===== src/common/accum_snap_map.vh =====
`ifndef ACCUM_SNAP_MAP_VH
`define ACCUM_SNAP_MAP_VH

// Register offsets
`define OFS_ACCUM_SOURCE_PROG 8'h25
`define OFS_ACCUM_SOURCE_ACTIVE 8'h4A
`define OFS_ACCUM_SOURCE_LATCHED 8'h4B
`define OFS_PRODUCT_IDENTIFIER 8'hFD
`define OFS_MAKER_IDENTIFIER 8'hFE
`define OFS_DIE_REVISION 8'hFF

// Channel field positions (low bit of each two-bit field)
`define POS_CH1_ACCUM_SOURCE 6
`define POS_CH2_ACCUM_SOURCE 4
`define POS_CH3_ACCUM_SOURCE 2
`define POS_CH4_ACCUM_SOURCE 0

// Source encodings
`define SRC_POWER_PRODUCT 2'h0
`define SRC_SENSE_VOLTAGE 2'h1
`define SRC_BUS_VOLTAGE 2'h2
`define SRC_RESERVED 2'h3

// Reset values
`define RST_ACCUM_SOURCE 8'h00

// Identification codes (arbitrary neutral values)
`define ID_PRODUCT_CODE 8'hA1
`define ID_MAKER_CODE 8'hB2
`define ID_DIE_REVISION_CODE 8'h01

// Result validity delay after a refresh
`define RESULT_VALID_TIME_NS 1000000
`define CLK_PERIOD_NS 8
`define RESULT_VALID_CYCLES ((`RESULT_VALID_TIME_NS + `CLK_PERIOD_NS - 1) / `CLK_PERIOD_NS)

`endif


===== src/rtl/accum_config_snapshot_and_id_regs.v =====
`include "accum_snap_map.vh"
`timescale 1ns/10ps
`default_nettype none

module accum_config_snapshot_and_id_regs #(
  parameter [31:0] VALID_CYCLES = `RESULT_VALID_CYCLES
) (
  input wire clk_sys,
  input wire rst_b,
  input wire reg_wr,
  input wire reg_rd,
  input wire [7:0] reg_addr,
  input wire [7:0] reg_wdata,
  input wire refresh,
  input wire refresh_volt,
  input wire refresh_general,
  output reg [7:0] reg_rdata,
  output reg reg_rvalid,
  output reg [7:0] active_source,
  output reg snapshot_valid
);

  ////////////////////////////////////////////////////////////////////////
  // Sizes
  localparam integer NUM_CHANNELS = 4;
  localparam integer FIELD_BITS = 2;

  // Register selector codes
  localparam [2:0] SEL_NONE = 3'h0;
  localparam [2:0] SEL_PROG = 3'h1;
  localparam [2:0] SEL_ACTIVE = 3'h2;
  localparam [2:0] SEL_LATCHED = 3'h3;
  localparam [2:0] SEL_PRODUCT = 3'h4;
  localparam [2:0] SEL_MAKER = 3'h5;
  localparam [2:0] SEL_REVISION = 3'h6;

  // Validity timer states
  localparam [1:0] ST_READY = 2'h0;
  localparam [1:0] ST_SETTLE = 2'h1;

  // Timer constants
  localparam [31:0] COUNT_ZERO = 32'h00000000;
  localparam [31:0] COUNT_ONE = 32'h00000001;

  ////////////////////////////////////////////////////////////////////////
  // Map a register offset to a selector code
  function [2:0] decode_addr;
    input [7:0] addr;
    begin
      case (addr)
        `OFS_ACCUM_SOURCE_PROG: begin
          decode_addr = SEL_PROG;
        end
        `OFS_ACCUM_SOURCE_ACTIVE: begin
          decode_addr = SEL_ACTIVE;
        end
        `OFS_ACCUM_SOURCE_LATCHED: begin
          decode_addr = SEL_LATCHED;
        end
        `OFS_PRODUCT_IDENTIFIER: begin
          decode_addr = SEL_PRODUCT;
        end
        `OFS_MAKER_IDENTIFIER: begin
          decode_addr = SEL_MAKER;
        end
        `OFS_DIE_REVISION: begin
          decode_addr = SEL_REVISION;
        end
        default: begin
          decode_addr = SEL_NONE;
        end
      endcase
    end
  endfunction

  // Reserved code reads back as zero
  function [1:0] clean_field;
    input [1:0] raw;
    begin
      case (raw)
        `SRC_POWER_PRODUCT: begin
          clean_field = `SRC_POWER_PRODUCT;
        end
        `SRC_SENSE_VOLTAGE: begin
          clean_field = `SRC_SENSE_VOLTAGE;
        end
        `SRC_BUS_VOLTAGE: begin
          clean_field = `SRC_BUS_VOLTAGE;
        end
        default: begin
          clean_field = `SRC_POWER_PRODUCT;
        end
      endcase
    end
  endfunction

  // Low bit of a channel's field, channels numbered 1 to 4
  function integer field_pos;
    input integer chan;
    begin
      case (chan)
        32'h00000001: begin
          field_pos = `POS_CH1_ACCUM_SOURCE;
        end
        32'h00000002: begin
          field_pos = `POS_CH2_ACCUM_SOURCE;
        end
        32'h00000003: begin
          field_pos = `POS_CH3_ACCUM_SOURCE;
        end
        32'h00000004: begin
          field_pos = `POS_CH4_ACCUM_SOURCE;
        end
        default: begin
          field_pos = 32'h00000000;
        end
      endcase
    end
  endfunction

  ////////////////////////////////////////////////////////////////////////
  reg [7:0] prog_source;
  reg [7:0] latched_source;
  reg [31:0] valid_count;
  reg [1:0] timer_state;
  reg [1:0] next_timer_state;
  reg [31:0] next_valid_count;
  reg next_snapshot_valid;
  reg [7:0] next_rdata;
  wire [2:0] access_sel;
  wire any_refresh;
  wire prog_write;
  wire [7:0] prog_clean;
  wire [7:0] active_clean;
  wire [7:0] latched_clean;

  assign any_refresh = refresh | refresh_volt | refresh_general;
  assign access_sel = decode_addr(reg_addr);
  assign prog_write = reg_wr & (access_sel == SEL_PROG);

  ////////////////////////////////////////////////////////////////////////
  // Programmed copy, changed by host writes only
  always @(posedge clk_sys) begin
    if (!rst_b) begin
      prog_source <= `RST_ACCUM_SOURCE;
    end else if (prog_write) begin
      prog_source <= reg_wdata;
    end
  end

  // Active copy, loaded from the programmed copy on refresh
  always @(posedge clk_sys) begin
    if (!rst_b) begin
      active_source <= `RST_ACCUM_SOURCE;
    end else if (any_refresh) begin
      active_source <= prog_source;
    end
  end

  // Latched copy keeps what was active before the refresh
  always @(posedge clk_sys) begin
    if (!rst_b) begin
      latched_source <= `RST_ACCUM_SOURCE;
    end else if (any_refresh) begin
      latched_source <= active_source;
    end
  end

  ////////////////////////////////////////////////////////////////////////
  // Per-channel read images with the reserved code cleared
  genvar ch;
  generate
    for (ch = 0; ch < NUM_CHANNELS; ch = ch + 1) begin : g_clean
      localparam integer LOW = field_pos(NUM_CHANNELS - ch);
      wire [1:0] prog_raw;
      wire [1:0] active_raw;
      wire [1:0] latched_raw;
      assign prog_raw = prog_source[LOW +: FIELD_BITS];
      assign active_raw = active_source[LOW +: FIELD_BITS];
      assign latched_raw = latched_source[LOW +: FIELD_BITS];
      assign prog_clean[LOW +: FIELD_BITS] = clean_field(prog_raw);
      assign active_clean[LOW +: FIELD_BITS] = clean_field(active_raw);
      assign latched_clean[LOW +: FIELD_BITS] = clean_field(latched_raw);
    end
  endgenerate

  ////////////////////////////////////////////////////////////////////////
  // Validity timer; a new refresh restarts the wait
  always @* begin
    next_timer_state = timer_state;
    next_valid_count = valid_count;
    next_snapshot_valid = snapshot_valid;
    case (timer_state)
      ST_READY: begin
        if (any_refresh) begin
          next_timer_state = ST_SETTLE;
          next_valid_count = VALID_CYCLES;
          next_snapshot_valid = 1'b0;
        end
      end
      ST_SETTLE: begin
        if (any_refresh) begin
          next_valid_count = VALID_CYCLES;
          next_snapshot_valid = 1'b0;
        end else if (valid_count <= COUNT_ONE) begin
          next_timer_state = ST_READY;
          next_valid_count = COUNT_ZERO;
          next_snapshot_valid = 1'b1;
        end else begin
          next_valid_count = valid_count - COUNT_ONE;
        end
      end
      default: begin
        next_timer_state = ST_READY;
        next_valid_count = COUNT_ZERO;
        next_snapshot_valid = 1'b1;
      end
    endcase
  end

  // Timer registers
  always @(posedge clk_sys) begin
    if (!rst_b) begin
      timer_state <= ST_READY;
      valid_count <= COUNT_ZERO;
      snapshot_valid <= 1'b1;
    end else begin
      timer_state <= next_timer_state;
      valid_count <= next_valid_count;
      snapshot_valid <= next_snapshot_valid;
    end
  end

  ////////////////////////////////////////////////////////////////////////
  // Read mux; reads alter no state
  always @* begin
    next_rdata = 8'h00;
    case (access_sel)
      SEL_PROG: begin
        next_rdata = prog_clean;
      end
      SEL_ACTIVE: begin
        next_rdata = active_clean;
      end
      SEL_LATCHED: begin
        next_rdata = latched_clean;
      end
      SEL_PRODUCT: begin
        next_rdata = `ID_PRODUCT_CODE;
      end
      SEL_MAKER: begin
        next_rdata = `ID_MAKER_CODE;
      end
      SEL_REVISION: begin
        next_rdata = `ID_DIE_REVISION_CODE;
      end
      default: begin
        next_rdata = 8'h00;
      end
    endcase
  end

  // Answer strobe, one cycle after the read strobe
  always @(posedge clk_sys) begin
    if (!rst_b) begin
      reg_rvalid <= 1'b0;
    end else begin
      reg_rvalid <= reg_rd;
    end
  end

  // Read data holds until the next read
  always @(posedge clk_sys) begin
    if (!rst_b) begin
      reg_rdata <= 8'h00;
    end else if (reg_rd) begin
      reg_rdata <= next_rdata;
    end
  end

endmodule

`default_nettype wire


===== config.mk =====
export PLATFORM = sky130hd
export DESIGN_NAME = accum_config_snapshot_and_id_regs
export DESIGN_NICKNAME = d
export VERILOG_FILES = /design/src/rtl/accum_config_snapshot_and_id_regs.v
export VERILOG_INCLUDE_DIRS = /design/src /design/src/common
export SDC_FILE = /design/constraint.sdc
export NUM_CORES = 1
export LEC_CHECK = 0
export ABC_CLOCK_PERIOD_IN_PS = 2730
export BUFFER_PORTS_ARGS = -buffer_cell sky130_fd_sc_hd__buf_2
export CAP_MARGIN = 25
export CORE_MARGIN = 4
export CORE_UTILIZATION = 60
export CTS_BUF_LIST = sky130_fd_sc_hd__clkbuf_8
export CTS_CLUSTER_SIZE = 40
export DETAILED_ROUTE_END_ITERATION = 8
export PLACE_DENSITY = 0.82
export SYNTH_ARGS = -nofsm -noshare
export SYNTH_HDL_FRONTEND = slang
export SYNTH_SLANG_ARGS = --single-unit

===== constraint.sdc =====
create_clock -name clk_sys -period 2.73 [get_ports clk_sys]
set_input_delay 0.1365 -clock clk_sys [delete_from_list [all_inputs] [get_ports clk_sys]]
set_output_delay 0.1365 -clock clk_sys [all_outputs]
set_load 0.005 [all_outputs]

==> flow_metrics.env <==
export IMPL_outcome="complete, no violations"
export IMPL_setup_tns_ns=0
export IMPL_diodes=0
export IMPL_ys_seq_area_frac=0.421
export IMPL_rows=26
export IMPL_synth_cell_types=53
export IMPL_mappedNetlistArea_um2=3190
export IMPL_cts_buffers=9
export IMPL_rrSetupSlack_ns=0.50
export IMPL_max_freq_mhz=448
export IMPL_startpoint="valid_count[4]$_SDFFE_PN0P_"
export IMPL_cp_start_kind="register"
export IMPL_final_cell_mix="dfxtp_1, nand2_1, buf_2"
export IMPL_crit_cells=5
export IMPL_final_common_cell="dfxtp_1"
export IMPL_area_delta_synth_final_pct=14.4
export IMPL_clk_pin_slew_worst_paths_ns=0.08
export IMPL_nets=441
export IMPL_place_hpwl_um=5140
export IMPL_synth_ff_type="dfxtp_1"
export IMPL_design_area_um2=3650
export IMPL_grt_pass1_wl_um=12700
export IMPL_slew_limit_headroom=0.501
export IMPL_first_iter_violations=254
export IMPL_fin_crit_sh=0.817
export IMPL_vias_per_cell=6.12
export IMPL_r2r_start="valid_count[4]$_SDFFE_PN0P_"
export IMPL_required_ns=2.95
export IMPL_rsz0062_at_grt="no"
export IMPL_grt_pass1_vias=2732
export IMPL_place_inst=475
export IMPL_cts_sinks=67
export IMPL_critPathMaxFanout=17
export IMPL_wire_per_inst_um=15.2
export IMPL_ctsResizeCount=0
export IMPL_drc=0
export IMPL_synth_top_area_cell="dfxtp_1"
export IMPL_multi_input_area_um2=1740
export IMPL_min_delay_start="reg_wdata[4]"
export IMPL_clockBufferDepth=2
export IMPL_grt_usage=0.248
export IMPL_grt_overflow=0
export IMPL_h_tree_depth=3
export IMPL_synthTopCellsByArea="dfxtp_1, nand2_1, a21oi_1"
export IMPL_die_h_um=80.9
export IMPL_dieArea_um2=6540
export IMPL_antenna_found_initial=0
export IMPL_reg2regPathDepth=5
export IMPL_io_pins=41
export IMPL_postCtsSetupBuffers=0
export IMPL_dpl_instance_area_um2=3440
export IMPL_crit_chain="or4_1 -> nor3_4 -> nand4_1 -> nand2_2 -> o31ai_1"
export IMPL_fp_dieW_um=80.9
export IMPL_async_flop_share=0
export IMPL_cp_slowest_cell="or4_1"
export IMPL_yosys_area_top_type_share=0.421
export IMPL_portBuffers=40
export IMPL_syn_num_nets=399
export IMPL_start_util=0.620
export IMPL_root_buffer="clkbuf_8"
export IMPL_finalMaxSlewViolations=0
export IMPL_yosys_register_bits=67
export IMPL_worstHoldEndpoint="prog_source[4]$_SDFFE_PN0P_"
export IMPL_fp_coreArea_um2=5140
export IMPL_fin_ws_ns=0.499
export IMPL_syn_instance_count=374
export IMPL_tritoncts="built"
export IMPL_critPathKind="register to register"
export IMPL_finClkSkew_ns=0.0125
export IMPL_syn_area_per_cell_um2=8.52
export IMPL_final_cells=491
export IMPL_p_per_area_nw_per_um2=545
export IMPL_min_path_cells=3
export IMPL_path_delay_family="simple AND/OR/NAND/NOR gates"
export IMPL_end_kind="register"
export IMPL_p_leak_nw=1.27
export IMPL_cp_num_buf_inv=0
export IMPL_peakVddDrop_v=0.000299
export IMPL_insertion_delay_ns=0.35
export IMPL_regArea_um2=1340
export IMPL_routed_wl_um=7450
export IMPL_fin_crit_ns=2.23
export IMPL_synth_edf_count=0
export IMPL_holdBufCountCts=0
export IMPL_finalSetupViolations=0
export IMPL_n_fill_cell=430
export IMPL_gp_congestion=0.866
export IMPL_final_antenna_net_count=0
export IMPL_vias=3004
export IMPL_hp_class="primary input to register"
export IMPL_drt_first_pass_iters=6
export IMPL_yosysWarnings=0
export IMPL_drv_cap=0
export IMPL_worstPathArrival_ns=2.45
export IMPL_dp_slack_ns=0.508
export IMPL_layout_drive_gt1_share=0.195
export IMPL_tightest_slew_ns=0.743
export IMPL_r2r_end="valid_count[12]$_SDFFE_PN0P_"
export IMPL_totalPowerFinal_w=0.00199
export IMPL_hold_viol=0
export IMPL_slowest_delay_ns=0.76
export IMPL_grt_start_max_net_pins=33
-- how the worst max path moves through the flow --
stage,endpoint,slack (ns)
4_1_cts,valid_count[18]$_SDFFE_PN0P_,0.51
3_3_place_gp,valid_count[8]$_SDFFE_PN0P_,0.59
5_1_grt,valid_count[18]$_SDFFE_PN0P_,0.35
3_5_place_dp,valid_count[18]$_SDFFE_PN0P_,0.51
2_1_floorplan,valid_count[21]$_SDFFE_PN0P_,0.83
6_report,valid_count[12]$_SDFFE_PN0P_,0.50
-- state kept, by name, indices dropped and copies added (netlist names) --
signal / cells
valid_count: 32
active_source: 8
latched_source: 8
prog_source: 8
reg_rdata: 8
reg_rvalid: 1
snapshot_valid: 1
timer_state: 1
-- worst register-to-register path, stage by stage (launching register included) --
cell and delay (ns):
dfxtp_1 0.37, or4_1 0.76, nor3_4 0.30, nand4_1 0.15
nand2_2 0.39, o31ai_1 0.13
-- routing by layer --
metal  vias up  part of all wire  global-route usage
met5         -                 0                   0
met4         0             0.016              0.0709
met3        21             0.090              0.0776
met2       122              0.43               0.369
met1      1372              0.46               0.345
li1       1489                 -                   -
-- Yosys cell counts (7+ instances only) --
| cell | count |
|---|---|
| a21oi_1 | 38 |
| nor3b_1 | 19 |
| nand2_1 | 61 |
| dfxtp_1 | 67 |
| or4_1 | 8 |
| nor3_1 | 10 |
| nor2_1 | 10 |
| o22ai_1 | 8 |
| inv_1 | 10 |
| nand3_1 | 26 |
| o21ai_0 | 7 |
| nand2b_1 | 9 |
| clkbuf_1 | 11 |
| o31ai_2 | 7 |
| o211ai_1 | 7 |
| o31ai_1 | 10 |
-- final cells by class --
| type | count | area share |
|---|---|---|
| Clock buffer | 10 | 0.0377 |
| Tap cell | 70 | 0.0240 |
| Clock inverter | 6 | 0.0178 |
| Inverter | 11 | 0.0113 |
| Sequential cell | 67 | 0.368 |
| Timing Repair Buffer | 45 | 0.0652 |
| Multi-Input combinational cell | 282 | 0.476 |
-- cell families (layout without fill, tap and decap cells) --
logic type      after synthesis  in the layout  share of synthesized area
simple gates                180            180                      0.320
compound gates               98             98                      0.212
flops                        67             67                      0.421
buf+inv                      25             72                     0.0342
fa+ha+maj                     2              2                    0.00785
xor+xnor                      1              1                    0.00275
mux                           1              1                    0.00314
-- per-stage QoR --
step	utilization	hold WS (ns)
CTS	0.710	0.0202
floorplan	-	0.213
detailed placement	0.670	0.394
finish	0.710	0.0296
global route	0.710	0.0263
global placement	0.670	0.390
-- report_power, final --
part	switching [W]	total, W	leakage [nW]	internal, W
Sequential	0.0000156	0.00101	0.543	0.000991
Combinational	0.000101	0.000158	0.626	0.0000570
Clock	0.000378	0.000824	0.102	0.000446
Total	0.000495	0.00199	1.27	0.00149
No activity file was read; power rests on OpenSTA's default activity.
